$ cat src/rcp_defines.svh
// register map, field positions and reset values of the reset/clock block
`ifndef RCP_DEFINES_SVH
`define RCP_DEFINES_SVH

// ------------------------------
// byte addresses
// ------------------------------
`define RCP_CLOCK_CONFIG_ADDR   20'h50040
`define RCP_CONTROL_ADDR        20'h50044
`define RCP_PLL_ADDR            20'h50048
`define RCP_STATUS_WORD_ADDR    20'h5004c
`define RCP_REVISION_ADDR       20'h50090

// ------------------------------
// clock_config fields
// ------------------------------
`define RCP_CC_BUS_DIV_HI       13
`define RCP_CC_BUS_DIV_LO       12
`define RCP_CC_BUS_GATE         4
`define RCP_CC_USB_GATE         3
`define RCP_CC_CPU_SEL_HI       2
`define RCP_CC_CPU_SEL_LO       0
`define RCP_CC_MASK             32'h0000301f
`define RCP_CC_RESET            32'h00000000
`define RCP_CPU_SEL_117         3'h5
`define RCP_CPU_SEL_OSC         3'h6
`define RCP_BUS_DIV_ONE         2'h0

// ------------------------------
// reset_powerdown_control fields
// ------------------------------
`define RCP_RC_GLBL_CLK_SRC     20
`define RCP_RC_USB_PLL_PD       19
`define RCP_RC_MAIN_PLL_PD      18
`define RCP_RC_REFCLK_GATE      17
`define RCP_RC_MAC_PASS         14
`define RCP_RC_PHY_RST_SEL      13
`define RCP_RC_PHY_RST_SW       12
`define RCP_RC_PHY_SUSP_FORCE   11
`define RCP_RC_BB_WARM          10
`define RCP_RC_BB_COLD          9
`define RCP_RC_CG_COLD          8
`define RCP_RC_RADIO_WARM       7
`define RCP_RC_RADIO_COLD       6
`define RCP_RC_RF_RESET         5
`define RCP_RC_BUS_MSK          4
`define RCP_RC_CPU_MSK          3
`define RCP_RC_DMA_MSK          2
`define RCP_RC_WLAN_MSK         1
`define RCP_RC_GLOBAL           0
`define RCP_RC_MASK             32'h001e7fff
`define RCP_RC_RESET            32'h00000020

// ----------------------------------------------------------------------
// usb_pll_parameters and status word
// ----------------------------------------------------------------------
`define RCP_PLL_MASK            32'hffffffff
`define RCP_PLL_RESET           32'h6e1501e5
`define RCP_STATUS_RESET        32'h00000000
`define RCP_STATUS_MASK         32'hffffffff

`endif

$ cat src/rcp_pkg.sv
// types shared by the reset, clock and power-down control block
package rcp_pkg;
  typedef logic [31:0] word_t;
  typedef enum logic [1:0] {
    RESP_OKAY   = 2'b00,
    RESP_SLVERR = 2'b10
  } axi_resp_t;
endpackage

$ cat src/reset_clock_power_control.sv
// reset, clock and power-down control with an AXI4-Lite register slave
// What this block does
// - bus clock gate bit 4: 0 free running, 1 gated.
// - usb controller clock gate bit 3: 0 running, 1 gated.
// - cpu clock select bits 2:0 pick 22, 88, 44, 117 MHz or 40 MHz osc.
// - bus clock is cpu clock over ratio, except 117 MHz and osc: ratio one.
// - bus divide bits 13:12: 00 one, 01 half, 10 quarter.
// - bit 20 low holds radio clock enable high, high lets mac drive it.
// - bit 19 low lets usb suspend power down usb pll, high forces it.
// - bit 18 low lets usb suspend power down main pll, high forces it.
// - bit 17 low lets usb suspend gate 40 MHz clock, high forces gating.
// - bit 14 low blocks mac reset controls, high passes them through.
// - phy reset from usb controller if bit 13, else software bit 12.
// - bit 11 low lets controller drive phy suspend, high forces it low.
// - bits 10 and 9 drive baseband warm and cold reset, one asserts.
// - bit 8 drives clock generation cold reset, one asserts.
// - bits 7 and 6 drive radio warm and cold reset, one asserts.
// - bit 5 drives rf reset, resets to one so rf reset starts asserted.
// - bit 0 resets bus, core, host dma, wireless where mask bits are set.
// - pll parameter register holds static settings driven to usb pll.
// - 32-bit read/write status word, cleared by reset.
// - read-only revision: major 7:4, minor 3:0, zero above.
// - reserved bits read as zero, writes to them are dropped.
`timescale 1ns/100ps
`include "rcp_defines.svh"

module reset_clock_power_control
  import rcp_pkg::*;
#(
  // arbitrary neutral revision code
  parameter logic [3:0] REV_MAJOR = 4'h1,
  // arbitrary neutral revision code
  parameter logic [3:0] REV_MINOR = 4'h0
) (
  input  wire  logic        CLK,
  input  wire  logic        NRST,
  input  wire  logic [19:0] S_AXI_AWADDR,
  input  wire  logic [2:0]  S_AXI_AWPROT,
  input  wire  logic        S_AXI_AWVALID,
  output logic              S_AXI_AWREADY,
  input  wire  logic [31:0] S_AXI_WDATA,
  input  wire  logic [3:0]  S_AXI_WSTRB,
  input  wire  logic        S_AXI_WVALID,
  output logic              S_AXI_WREADY,
  output logic [1:0]        S_AXI_BRESP,
  output logic              S_AXI_BVALID,
  input  wire  logic        S_AXI_BREADY,
  input  wire  logic [19:0] S_AXI_ARADDR,
  input  wire  logic [2:0]  S_AXI_ARPROT,
  input  wire  logic        S_AXI_ARVALID,
  output logic              S_AXI_ARREADY,
  output logic [31:0]       S_AXI_RDATA,
  output logic [1:0]        S_AXI_RRESP,
  output logic              S_AXI_RVALID,
  input  wire  logic        S_AXI_RREADY,
  input  wire  logic        USB_SUSPEND_REQ,
  input  wire  logic        USB_CTRL_PHY_RESET,
  input  wire  logic        USB_CTRL_PHY_SUSPEND_N,
  input  wire  logic        MAC_GLOBAL_CLK_EN,
  input  wire  logic        MAC_BB_WARM_RESET,
  input  wire  logic        MAC_BB_COLD_RESET,
  input  wire  logic        MAC_RADIO_WARM_RESET,
  input  wire  logic        MAC_RADIO_COLD_RESET,
  output logic              BUS_CLK_GATE,
  output logic              USB_CTRL_CLOCK_GATE,
  output logic [2:0]        CPU_CLK_SEL,
  output logic [1:0]        BUS_CLK_DIV,
  output logic              RADIO_GLOBAL_CLOCK_EN,
  output logic              USB_PLL_POWERDOWN,
  output logic              MAIN_PLL_POWERDOWN,
  output logic              REFCLK_GATE,
  output logic              USB_PHY_RESET,
  output logic              USB_PHY_SUSPEND_N,
  output logic              BASEBAND_WARM_RESET,
  output logic              BASEBAND_COLD_RESET,
  output logic              CLOCKGEN_COLD_RESET,
  output logic              RADIO_WARM_RESET,
  output logic              RADIO_COLD_RESET,
  output logic              RF_FRONT_RESET,
  output logic              BUS_RESET,
  output logic              CPU_CORE_RESET,
  output logic              HOST_DMA_RESET,
  output logic              WIRELESS_RESET,
  output logic              PLL_OUTPUT_INVERT,
  output logic              VCO_REGULATOR_LEVEL,
  output logic [2:0]        VC_CLAMP_CURRENT,
  output logic [2:0]        PUMP_CURRENT_SELECT,
  output logic [7:0]        PLL_LOOP_FILTER,
  output logic [1:0]        ANALOG_PROBE_SELECT,
  output logic [9:0]        PLL_FEEDBACK_DIV,
  output logic [3:0]        PLL_REFERENCE_RATIO
);

  // ------------------------------
  // helpers
  // ------------------------------
  function automatic word_t merge_write(input word_t old_val,
                                        input word_t wdata,
                                        input logic [3:0] strb,
                                        input word_t mask);
    word_t res;
    res = old_val;
    for (int b = 0; b < 4; b++) begin
      if (strb[b]) begin
        res[b*8 +: 8] = wdata[b*8 +: 8];
      end
    end
    // reserved bits never store a value
    merge_write = res & mask;
  endfunction

  function automatic logic is_mapped(input logic [19:0] addr);
    logic hit;
    hit = 1'b0;
    if (addr[19:2] == `RCP_CLOCK_CONFIG_ADDR >> 2) begin
      hit = 1'b1;
    end else if (addr[19:2] == `RCP_CONTROL_ADDR >> 2) begin
      hit = 1'b1;
    end else if (addr[19:2] == `RCP_PLL_ADDR >> 2) begin
      hit = 1'b1;
    end else if (addr[19:2] == `RCP_STATUS_WORD_ADDR >> 2) begin
      hit = 1'b1;
    end else if (addr[19:2] == `RCP_REVISION_ADDR >> 2) begin
      hit = 1'b1;
    end
    is_mapped = hit;
  endfunction

  // ------------------------------
  // state
  // ------------------------------
  word_t       clock_config;
  word_t       reset_powerdown_control;
  word_t       usb_pll_parameters;
  word_t       reset_status_word;
  logic        aw_held;
  logic        w_held;
  logic [19:0] wr_addr;
  word_t       wr_data;
  logic [3:0]  wr_strb;
  logic [2:0]  sync_a;
  logic [2:0]  sync_b;

  word_t       next_clock_config;
  word_t       next_reset_powerdown_control;
  word_t       next_usb_pll_parameters;
  word_t       next_reset_status_word;
  logic        next_aw_held;
  logic        next_w_held;
  logic [19:0] next_wr_addr;
  word_t       next_wr_data;
  logic [3:0]  next_wr_strb;
  logic        next_bvalid;
  logic [1:0]  next_bresp;
  logic        next_rvalid;
  word_t       next_rdata;
  logic [1:0]  next_rresp;
  logic        do_write;
  word_t       revision_word;

  assign revision_word = {24'h000000, REV_MAJOR, REV_MINOR};

  // ------------------------------
  // bus slave and register file
  // ------------------------------
  always_comb begin
    next_aw_held                 = aw_held;
    next_w_held                  = w_held;
    next_wr_addr                 = wr_addr;
    next_wr_data                 = wr_data;
    next_wr_strb                 = wr_strb;
    next_bvalid                  = S_AXI_BVALID;
    next_bresp                   = S_AXI_BRESP;
    next_rvalid                  = S_AXI_RVALID;
    next_rdata                   = S_AXI_RDATA;
    next_rresp                   = S_AXI_RRESP;
    next_clock_config            = clock_config;
    next_reset_powerdown_control = reset_powerdown_control;
    next_usb_pll_parameters      = usb_pll_parameters;
    next_reset_status_word       = reset_status_word;
    do_write                     = aw_held && w_held && !S_AXI_BVALID;

    if (S_AXI_BVALID && S_AXI_BREADY) begin
      next_bvalid = 1'b0;
    end
    if (S_AXI_AWVALID && S_AXI_AWREADY) begin
      next_aw_held = 1'b1;
      next_wr_addr = S_AXI_AWADDR;
    end
    if (S_AXI_WVALID && S_AXI_WREADY) begin
      next_w_held  = 1'b1;
      next_wr_data = S_AXI_WDATA;
      next_wr_strb = S_AXI_WSTRB;
    end

    if (do_write) begin
      next_aw_held = 1'b0;
      next_w_held  = 1'b0;
      next_bvalid  = 1'b1;
      next_bresp   = is_mapped(wr_addr) ? RESP_OKAY : RESP_SLVERR;
      if (wr_addr[19:2] == `RCP_CLOCK_CONFIG_ADDR >> 2) begin
        next_clock_config = merge_write(clock_config, wr_data,
                                        wr_strb, `RCP_CC_MASK);
      end else if (wr_addr[19:2] == `RCP_CONTROL_ADDR >> 2) begin
        next_reset_powerdown_control =
          merge_write(reset_powerdown_control, wr_data,
                      wr_strb, `RCP_RC_MASK);
      end else if (wr_addr[19:2] == `RCP_PLL_ADDR >> 2) begin
        next_usb_pll_parameters = merge_write(usb_pll_parameters,
                                              wr_data, wr_strb,
                                              `RCP_PLL_MASK);
      end else if (wr_addr[19:2] == `RCP_STATUS_WORD_ADDR >> 2) begin
        next_reset_status_word = merge_write(reset_status_word,
                                             wr_data, wr_strb,
                                             `RCP_STATUS_MASK);
      end
    end

    if (S_AXI_RVALID && S_AXI_RREADY) begin
      next_rvalid = 1'b0;
    end
    if (S_AXI_ARVALID && S_AXI_ARREADY) begin
      next_rvalid = 1'b1;
      next_rresp  = RESP_OKAY;
      if (S_AXI_ARADDR[19:2] == `RCP_CLOCK_CONFIG_ADDR >> 2) begin
        next_rdata = clock_config;
      end else if (S_AXI_ARADDR[19:2] == `RCP_CONTROL_ADDR >> 2) begin
        next_rdata = reset_powerdown_control;
      end else if (S_AXI_ARADDR[19:2] == `RCP_PLL_ADDR >> 2) begin
        next_rdata = usb_pll_parameters;
      end else if (S_AXI_ARADDR[19:2] == `RCP_STATUS_WORD_ADDR >> 2) begin
        next_rdata = reset_status_word;
      end else if (S_AXI_ARADDR[19:2] == `RCP_REVISION_ADDR >> 2) begin
        next_rdata = revision_word;
      end else begin
        next_rdata = 32'h00000000;
        next_rresp = RESP_SLVERR;
      end
    end
  end

  always_ff @(posedge CLK) begin
    if (!NRST) begin
      aw_held                 <= 1'b0;
      w_held                  <= 1'b0;
      wr_addr                 <= 20'h00000;
      wr_data                 <= 32'h00000000;
      wr_strb                 <= 4'h0;
      S_AXI_AWREADY           <= 1'b0;
      S_AXI_WREADY            <= 1'b0;
      S_AXI_BVALID            <= 1'b0;
      S_AXI_BRESP             <= 2'h0;
      S_AXI_ARREADY           <= 1'b0;
      S_AXI_RVALID            <= 1'b0;
      S_AXI_RDATA             <= 32'h00000000;
      S_AXI_RRESP             <= 2'h0;
      clock_config            <= `RCP_CC_RESET;
      reset_powerdown_control <= `RCP_RC_RESET;
      usb_pll_parameters      <= `RCP_PLL_RESET;
      reset_status_word       <= `RCP_STATUS_RESET;
    end else begin
      aw_held                 <= next_aw_held;
      w_held                  <= next_w_held;
      wr_addr                 <= next_wr_addr;
      wr_data                 <= next_wr_data;
      wr_strb                 <= next_wr_strb;
      // one write in flight: ready drops while held or answering
      S_AXI_AWREADY           <= !next_aw_held && !next_bvalid;
      S_AXI_WREADY            <= !next_w_held && !next_bvalid;
      S_AXI_BVALID            <= next_bvalid;
      S_AXI_BRESP             <= next_bresp;
      S_AXI_ARREADY           <= !next_rvalid;
      S_AXI_RVALID            <= next_rvalid;
      S_AXI_RDATA             <= next_rdata;
      S_AXI_RRESP             <= next_rresp;
      clock_config            <= next_clock_config;
      reset_powerdown_control <= next_reset_powerdown_control;
      usb_pll_parameters      <= next_usb_pll_parameters;
      reset_status_word       <= next_reset_status_word;
    end
  end

  // ------------------------------
  // usb side inputs come from another clock: two-flop synchronisers
  // ------------------------------
  logic [2:0] next_sync_a;
  logic [2:0] next_sync_b;

  always_comb begin
    next_sync_a = {USB_CTRL_PHY_SUSPEND_N, USB_CTRL_PHY_RESET,
                   USB_SUSPEND_REQ};
    next_sync_b = sync_a;
  end

  always_ff @(posedge CLK) begin
    if (!NRST) begin
      sync_a <= 3'h4;
      sync_b <= 3'h4;
    end else begin
      sync_a <= next_sync_a;
      sync_b <= next_sync_b;
    end
  end

  // ------------------------------
  // control outputs, taken from the next register value so that a write
  // reaches the pins on the same edge that stores it
  // ------------------------------
  word_t      cc;
  word_t      rc;
  logic       suspend_s;
  logic       mac_pass;
  logic       next_bus_gate;
  logic       next_usb_gate;
  logic [2:0] next_cpu_sel;
  logic [1:0] next_bus_div;
  logic       next_glbl_en;
  logic       next_usb_pll_pd;
  logic       next_main_pll_pd;
  logic       next_refclk_gate;
  logic       next_phy_reset;
  logic       next_phy_susp_n;
  logic [3:0] next_bb_radio;
  logic       next_cg_cold;
  logic       next_rf_reset;
  logic [3:0] next_block_reset;

  always_comb begin
    cc        = next_clock_config;
    rc        = next_reset_powerdown_control;
    suspend_s = sync_b[0];
    mac_pass  = rc[`RCP_RC_MAC_PASS];
    next_bus_gate = cc[`RCP_CC_BUS_GATE];
    next_usb_gate = cc[`RCP_CC_USB_GATE];
    next_cpu_sel  = cc[`RCP_CC_CPU_SEL_HI:`RCP_CC_CPU_SEL_LO];
    // the fastest and the oscillator settings cannot be divided down
    if (next_cpu_sel == `RCP_CPU_SEL_117 ||
        next_cpu_sel == `RCP_CPU_SEL_OSC) begin
      next_bus_div = `RCP_BUS_DIV_ONE;
    end else begin
      next_bus_div = cc[`RCP_CC_BUS_DIV_HI:`RCP_CC_BUS_DIV_LO];
    end
    next_glbl_en = rc[`RCP_RC_GLBL_CLK_SRC] ?
                   MAC_GLOBAL_CLK_EN : 1'b1;
    next_usb_pll_pd  = rc[`RCP_RC_USB_PLL_PD] | suspend_s;
    next_main_pll_pd = rc[`RCP_RC_MAIN_PLL_PD] | suspend_s;
    next_refclk_gate = rc[`RCP_RC_REFCLK_GATE] | suspend_s;
    next_phy_reset = rc[`RCP_RC_PHY_RST_SEL] ?
                     sync_b[1] : rc[`RCP_RC_PHY_RST_SW];
    next_phy_susp_n = rc[`RCP_RC_PHY_SUSP_FORCE] ?
                      1'b0 : sync_b[2];
    // software request or, when passed, the mac's own request
    next_bb_radio[0] = rc[`RCP_RC_BB_WARM] |
                       (mac_pass & MAC_BB_WARM_RESET);
    next_bb_radio[1] = rc[`RCP_RC_BB_COLD] |
                       (mac_pass & MAC_BB_COLD_RESET);
    next_bb_radio[2] = rc[`RCP_RC_RADIO_WARM] |
                       (mac_pass & MAC_RADIO_WARM_RESET);
    next_bb_radio[3] = rc[`RCP_RC_RADIO_COLD] |
                       (mac_pass & MAC_RADIO_COLD_RESET);
    next_cg_cold  = rc[`RCP_RC_CG_COLD];
    next_rf_reset = rc[`RCP_RC_RF_RESET];
    next_block_reset[0] = rc[`RCP_RC_GLOBAL] & rc[`RCP_RC_BUS_MSK];
    next_block_reset[1] = rc[`RCP_RC_GLOBAL] & rc[`RCP_RC_CPU_MSK];
    next_block_reset[2] = rc[`RCP_RC_GLOBAL] & rc[`RCP_RC_DMA_MSK];
    next_block_reset[3] = rc[`RCP_RC_GLOBAL] & rc[`RCP_RC_WLAN_MSK];
  end

  always_ff @(posedge CLK) begin
    if (!NRST) begin
      BUS_CLK_GATE          <= 1'b0;
      USB_CTRL_CLOCK_GATE   <= 1'b0;
      CPU_CLK_SEL           <= 3'h0;
      BUS_CLK_DIV           <= 2'h0;
      RADIO_GLOBAL_CLOCK_EN <= 1'b1;
      USB_PLL_POWERDOWN     <= 1'b0;
      MAIN_PLL_POWERDOWN    <= 1'b0;
      REFCLK_GATE           <= 1'b0;
      USB_PHY_RESET         <= 1'b0;
      USB_PHY_SUSPEND_N     <= 1'b1;
      BASEBAND_WARM_RESET   <= 1'b0;
      BASEBAND_COLD_RESET   <= 1'b0;
      RADIO_WARM_RESET      <= 1'b0;
      RADIO_COLD_RESET      <= 1'b0;
      CLOCKGEN_COLD_RESET   <= 1'b0;
      RF_FRONT_RESET        <= 1'b1;
      BUS_RESET             <= 1'b0;
      CPU_CORE_RESET        <= 1'b0;
      HOST_DMA_RESET        <= 1'b0;
      WIRELESS_RESET        <= 1'b0;
    end else begin
      BUS_CLK_GATE          <= next_bus_gate;
      USB_CTRL_CLOCK_GATE   <= next_usb_gate;
      CPU_CLK_SEL           <= next_cpu_sel;
      BUS_CLK_DIV           <= next_bus_div;
      RADIO_GLOBAL_CLOCK_EN <= next_glbl_en;
      USB_PLL_POWERDOWN     <= next_usb_pll_pd;
      MAIN_PLL_POWERDOWN    <= next_main_pll_pd;
      REFCLK_GATE           <= next_refclk_gate;
      USB_PHY_RESET         <= next_phy_reset;
      USB_PHY_SUSPEND_N     <= next_phy_susp_n;
      BASEBAND_WARM_RESET   <= next_bb_radio[0];
      BASEBAND_COLD_RESET   <= next_bb_radio[1];
      RADIO_WARM_RESET      <= next_bb_radio[2];
      RADIO_COLD_RESET      <= next_bb_radio[3];
      CLOCKGEN_COLD_RESET   <= next_cg_cold;
      RF_FRONT_RESET        <= next_rf_reset;
      BUS_RESET             <= next_block_reset[0];
      CPU_CORE_RESET        <= next_block_reset[1];
      HOST_DMA_RESET        <= next_block_reset[2];
      WIRELESS_RESET        <= next_block_reset[3];
    end
  end

  // ------------------------------
  // pll settings are static: driven straight from the register flops
  // ------------------------------
  assign PLL_OUTPUT_INVERT   = usb_pll_parameters[31];
  assign VCO_REGULATOR_LEVEL = usb_pll_parameters[30];
  assign VC_CLAMP_CURRENT    = usb_pll_parameters[29:27];
  assign PUMP_CURRENT_SELECT = usb_pll_parameters[26:24];
  assign PLL_LOOP_FILTER     = usb_pll_parameters[23:16];
  assign ANALOG_PROBE_SELECT = usb_pll_parameters[15:14];
  assign PLL_FEEDBACK_DIV    = usb_pll_parameters[13:4];
  assign PLL_REFERENCE_RATIO = usb_pll_parameters[3:0];

endmodule

$ cat config.mk
export PLATFORM = sky130hd
export DESIGN_NAME = reset_clock_power_control
export DESIGN_NICKNAME = d
export VERILOG_FILES = /design/src/rcp_pkg.sv /design/src/reset_clock_power_control.sv
export VERILOG_INCLUDE_DIRS = /design/src
export SDC_FILE = /design/constraint.sdc
export NUM_CORES = 1
export LEC_CHECK = 0
export BUFFER_PORTS_ARGS = -buffer_cell sky130_fd_sc_hd__clkbuf_2
export CORE_ASPECT_RATIO = 0.9
export CORE_MARGIN = 2
export CORE_UTILIZATION = 30
export CTS_BUF_LIST = sky130_fd_sc_hd__clkbuf_16
export DETAILED_ROUTE_END_ITERATION = 8
export PLACE_DENSITY = 0.57
export SLEW_MARGIN = 20
export SYNTH_ARGS = -nofsm -noshare
export SYNTH_HDL_FRONTEND = slang
export SYNTH_SLANG_ARGS = --single-unit
$ cat constraint.sdc
create_clock -name CLK -period 4 [get_ports CLK]
set_clock_uncertainty 0.05 [all_clocks]
set_input_delay 0.6 -clock CLK [delete_from_list [all_inputs] [get_ports CLK]]
set_output_delay 0.6 -clock CLK [all_outputs]
set_load 0.1 [all_outputs]
==> qor.txt, run 1 <==
Final setup violation count = 0
Post-CTS setup buffer count = 0
Cts hold-fix bufs = 0
Seq/Total Area, Yosys = 0.508
Commonest non-fill, non-tap cell in the layout = dfxtp_1
Vias in the first global route = 6,653
Synth Flop Type = dfxtp_1
Fin crit share = 0.746
Max rail drop VDD = 0.242 mV
Top-area cell type share of the netlist area = 0.508
Register clock-pin slew on the reported worst setup and hold paths = 0.06 ns
Synth unique cells = 47
Detail Route met2 WL = 10,200 um
Post-DP HPWL = 16,600 um
Clk sinks = 207
RSZ-0062 raised after global routing = false
Worst-Margin Slew = 1.09 ns
Critical path's slowest cell = nor4_4
Post-route insts no fill = 1,442
Drt via density = 4.87
Min-delay worst type = in -> reg
WL per Instance = 16.6 um
Post-DRT Antenna Nets = 0
Average size of a mapped cell = 8.97 um^2
Die W = 178 um
Initial antenna violation count = 3
Clock Latency Late Sink = 0.51 ns
Top sig layer = met5
CORE AREA = 26,900 um^2
Setup crit end kind = register
Mapped Cells = 910
Critical path class = reg -> reg
Grt ovf = 0
Post-Route WL = 24,000 um
Share of cells above drive strength 1 = 0.230
Most frequent cells in the layout = dfxtp_1 (207), nand2_1 (193), clkbuf_2 (180)
Max stage delay on crit path = 0.71 ns
#FFs+latches synth = 207
Global-route wire length before repair = 37,300 um
Root buffer cell = clkbuf_16
Synth area leader = dfxtp_1
Met1 WL = 11,600 um
Total GRT Usage = 0.165
Number of CTS-inserted buffers = 24
DR vias = 7,016
Slew headroom = 0.274
Dpl cells = 1,400
WL met3 = 1690 um
GPL Wtd Cong = 0.807
Max frequency = 335 MHz
Max_cap viols = 0
CTS tree = built
Pleak = 3.93 nW
Startpoint Class = register
Clock Path Buffers = 3
Async SR Flop Fraction = 0
Largest net degree at the start of global routing = 69
First-pass detailed-route iteration total = 5
Post-synth EDFFs = 0
Required @ worst endpoint = 4.32 ns
Fin. Hold Viols = 0
Crit-path cells = or4_4, or3_1, buf_4, nor4_4, mux2i_1, nand2_1
I/O Buffers = 180
H-tree depth = 1
Final min period = 2.98 ns
First DRT Iteration DRCs = 400
Area Growth Syn to Fin = 24.2%
CP Data Arrival Time = 3.31 ns
Initial Utilization = 0.304
Synth warn = 0
PD cells = 447 nW/um^2
WP buf/inv = 1
Die Ht = 161 um
DR DRC count = 0
I/O pin total = 193
Cell row count = 57
Outcome = completed
Largest fanout on the critical path = 8
Die Area = 28,600 um^2
Critical path's top delay family = simple AND/OR/NAND/NOR gates
Synth top area cells = dfxtp_1 (51%), mux2i_1 (10%), nand2_1 (8.9%), a21oi_1 (5.4%), nor2_1 (3.7%)
Cts repair resizes = 0
Syn Std Cell Area = 8160 um^2
Setup TNS = 0 ns
Slew Viols, Final = 0
Fin nets = 1,169
## routing by layer
layer,track usage,up-vias
li1,-,3466
met1,0.238,3287
met2,0.250,221
met3,0.0360,38
met4,0.0395,4
met5,0,-
## synth_stat cells (all sizes together) (6+ instances only)
master,instances
nand2,193
o21ai,33
nor2,80
and2,6
or2,6
mux2i,85
a21oi,88
nor4,15
nor3,7
dfxtp,207
nand4,11
buf,11
nand3,17
a22oi,13
o31ai,24
clkbuf,50
a21boi,18
## per-stage QoR
step                worst slack, ns  instance area, um^2  total power, mW  hold slack, ns   util
floorplan                      1.28                 8170             2.38           0.336      -
global placement               1.02                 9380             2.48           0.347  0.349
detailed placement            0.992                 9380             2.48           0.350  0.349
CTS                           0.985                10100             4.61           0.197  0.377
global route                  0.874                10100             4.72           0.225  0.377
finish                         1.02                10100             4.54           0.222  0.377
## cell families (layout without fill, tap and decap cells)
group	after synthesis	in the layout	synth area share
AO/OA/AOI/OAI	190	190	0.138
other	1	3	0.000459
multiplexers	85	85	0.104
AND/OR/NAND/NOR	359	359	0.212
buffers and inverters	66	242	0.0362
flip-flops	207	207	0.508
XOR/XNOR	2	2	0.00215
## power breakdown
part	switching, mW	internal, mW	total [mW]
Clock	0.846	1.25	2.10
Sequential	0.0340	2.10	2.13
Combinational	0.216	0.0888	0.305
## worst paths after layout
kind / start / to / slack (ns) / depth (start not counted)
max reg2reg: wr_addr[8]$_SDFFE_PN0P_ / usb_pll_parameters[8]$_SDFFE_PN1P_ / 1.02 / 6
min reg2reg: next_sync_b[2]$_SDFF_PN1_ / sync_b[2]$_SDFF_PN1_ / 0.36 / 1
max: wr_addr[8]$_SDFFE_PN0P_ / usb_pll_parameters[8]$_SDFFE_PN1P_ / 1.02 / 6
min: MAC_GLOBAL_CLK_EN / RADIO_GLOBAL_CLOCK_EN$_SDFF_PN1_ / 0.22 / 2
## final cells by class
cell class | instances | area (um^2)
Tap cell | 354 | 443
Timing Repair Buffer | 196 | 1030
Clock inverter | 16 | 128
Fill cell | 2820 | 16700
Clock buffer | 25 | 626
Inverter | 5 | 21.3
Antenna cell | 1 | 2.50
Sequential cell | 207 | 4140
Multi-Input combinational cell | 638 | 3740
## sequential cells by signal, summed over array words and instances, names as in the netlist, 2 cells and up
register and cells:
BUS_CLK_DIV 2, S_AXI_RDATA 32, clock_config 7, next_sync_b 3
reset_powerdown_control 19, reset_status_word 32, sync_b 3, usb_pll_parameters 32
wr_addr 18, wr_data 32, wr_strb 4
## worst register-to-register path, stage by stage (launching register included)
cell and delay (ns):
dfxtp_1 0.31, or4_4 0.54, or3_1 0.61, buf_4 0.30
nor4_4 0.72, mux2i_1 0.26, nand2_1 0.06
No activity file was read; power rests on OpenSTA's default activity.
==> run 2, diff against run 1 <==
- PLACE_DENSITY: 0.57 -> 0.58
- clock period: 4 -> 2.5 ns (I/O delays scaled with it)
==> run 2 against run 1 <==
First-iteration DRC count increased by 9.3%. Global-route usage shrank 0.18 points. Sequential power grew 60%. Combinational power increased by 69%. Critical endpoint is now BUS_CLK_DIV[1]$_SDFF_PP0_. Count of clock-buffer cells in the layout did not move. Final cell count increased by 2.4%. Die area unchanged. Routed wire length is 0.67% lower. Sequential share of layout area fell by 1.5 points.
==> qor.txt, run 2 (synthesis gave the netlist of run 1 again) <==
CTS tree = built (unchanged)
Root buffer cell = clkbuf_16 (unchanged)
Max stage delay on crit path = 0.54 ns (was 0.71 ns)
Critical path class = reg -> reg (unchanged)
GPL Wtd Cong = 0.830 (was 0.807)
DR vias = 7,029 (was 7,016)
First DRT Iteration DRCs = 437 (was 400)
Worst-Margin Slew = 0.591 ns (was 1.09 ns)
Total GRT Usage = 0.163 (was 0.165)
Fin crit share = 0.946 (was 0.746)
Antenna diodes = 0 (was 1)
Core Util, Final = 0.392 (was 0.377)
Clk sinks = 207 (unchanged)
Worst setup margin = 0.134 ns (was 1.02 ns)
Slew headroom = 0.608 (was 0.274)
Most frequent CP cell = buf_4
Setup TNS = 0 ns (unchanged)
Largest fanout on the critical path = 7 (was 8)
CORE AREA = 26,900 um^2 (unchanged)
DP Worst Slack = 0.0683 ns (was 0.992 ns)
Max_cap viols = 0 (unchanged)
Drt via density = 4.76 (was 4.87)
Area Growth Syn to Fin = 29.0% (was 24.2%)
Clock Path Buffers = 3 (unchanged)
Global-route wire length before repair = 36,700 um (was 37,300 um)
Post-DRT Antenna Nets = 0 (unchanged)
Final min period = 2.37 ns (was 2.98 ns)
First-pass detailed-route iteration total = 5 (unchanged)
Final setup violation count = 0 (unchanged)
Required @ worst endpoint = 2.83 ns (was 4.32 ns)
Die Ht = 161 um (unchanged)
Hold_ws = 0.0269 ns (was 0.222 ns)
Share of cells above drive strength 1 = 0.255 (was 0.230)
Commonest non-fill, non-tap cell in the layout = dfxtp_1 (unchanged)
Register clock-pin slew on the reported worst setup and hold paths = 0.06 ns (about the same)
Grt ovf = 0 (unchanged)
I/O pin total = 193 (unchanged)
Largest net degree at the start of global routing = 72 (was 69)
Die W = 178 um (unchanged)
Outcome = completed (unchanged)
CP Data Arrival Time = 2.69 ns (was 3.31 ns)
Vias in the first global route = 6,538 (was 6,653)
DR DRC count = 0 (unchanged)
Slew Viols, Final = 0 (unchanged)
Pleak = 4.14 nW (was 3.93 nW)
Cell row count = 57 (unchanged)
H-tree depth = 1 (unchanged)
Fin. Hold Viols = 0 (unchanged)
Number of CTS-inserted buffers = 24 (unchanged)
Fin nets = 1,205 (was 1,169)
Post-Route WL = 23,800 um (was 24,000 um)
RSZ-0062 raised after global routing = false (unchanged)
Clock Latency Late Sink = 0.50 ns (was 0.51 ns)
I/O Buffers = 180 (unchanged)
Startpoint Class = register (unchanged)
Initial Utilization = 0.304 (unchanged)
Crit-path cells = or4_4, or3_4, buf_6, buf_4, nor4_2, buf_4, mux2i_1, nor3_1 (was or4_4, or3_1, buf_4, nor4_4, mux2i_1, nand2_1)
Setup crit end kind = register (unchanged)
Max rail drop VDD = 0.360 mV (was 0.242 mV)
WP buf/inv = 3 (was 1)
Min-delay worst type = in -> reg (unchanged)
Die Area = 28,600 um^2 (unchanged)
Initial antenna violation count = 0 (was 3)
Critical path's slowest cell = or4_4 (was nor4_4)
Post-DP HPWL = 16,900 um (was 16,600 um)
PD cells = 688 nW/um^2 (was 447 nW/um^2)
WL per Instance = 16.1 um (was 16.6 um)
Fin area = 10,500 um^2 (was 10,100 um^2)
Post-DP Area = 9740 um^2 (was 9380 um^2)
Max frequency = 423 MHz (was 335 MHz)
Critical path's top delay family = simple AND/OR/NAND/NOR gates (unchanged)
Most frequent cells in the layout = dfxtp_1 (206), nand2_1 (193), clkbuf_2 (180) (was dfxtp_1 (207), nand2_1 (193), clkbuf_2 (180))
-- run 2: cell count changes in the layout (fill, tap and decap cells not counted), moves of 2 or more --
cell,previous run,this run
clkinv_2,2,5
buf_12,1,10
buf_6,0,2
clkinv_1,5,3
clkinvlp_4,2,0
buf_4,15,38
dlygate4sd3_1,0,2
-- run 2: power by group --
group / switching, mW / leakage (nW) / internal, mW
Sequential: 0.0513 / 1.68 / 3.36
Combinational: 0.349 / 2.07 / 0.165
Clock: 1.33 / 0.387 / 1.99
Total: 1.73 / 4.14 / 5.51
-- run 2: per-stage QoR --
step / power (mW) / cells
after global placement: 3.99 / 1433
final: 7.24 / 1476
after detailed placement: 3.99 / 1433
after global routing: 7.52 / 1476
after CTS: 7.35 / 1475
after floorplan: 3.81 / 911
-- run 2: area by class of cell --
cell class	instances	area, um^2
Fill cell	2733	16400
Timing Repair Buffer	232	1430
Inverter	5	21.3
Clock inverter	15	115
Clock buffer	25	626
Sequential cell	207	4150
Multi-Input combinational cell	638	3750
Tap cell	354	443
-- run 2: per-layer routing --
layer  GRT usage  part of all wire  wire length [um]  up-vias
li1            -                 -                 -     3538
met4      0.0335             0.015               356        0
met5           0                 0                 0        -
met3      0.0369             0.062              1490       30
met2       0.249              0.44             10500      207
met1       0.235              0.48             11500     3254
-- run 2: what timing repair did --
action / 4_1_cts / 5_1_grt
hold buffers: 2 / 0
endpoints found under the setup margin: 0 / 34
hold endpoints to repair: 2 / 0
resized for setup: 0 / 4
buffers inserted: 0 / 1
-- run 2: path summary, 6_finish.rpt --
| path | start | end | slack [ns] | depth (start not counted) |
|---|---|---|---|---|
| hold reg to reg | next_sync_b[2]$_SDFF_PN1_ | sync_b[2]$_SDFF_PN1_ | 0.36 | 1 |
| setup reg to reg | wr_addr[8]$_SDFFE_PN0P_ | BUS_CLK_DIV[1]$_SDFF_PP0_ | 0.13 | 8 |
| setup / recovery | wr_addr[8]$_SDFFE_PN0P_ | BUS_CLK_DIV[1]$_SDFF_PP0_ | 0.13 | 8 |
| hold / removal | USB_CTRL_PHY_RESET | next_sync_b[1]$_SDFF_PN0_ | 0.03 | 2 |
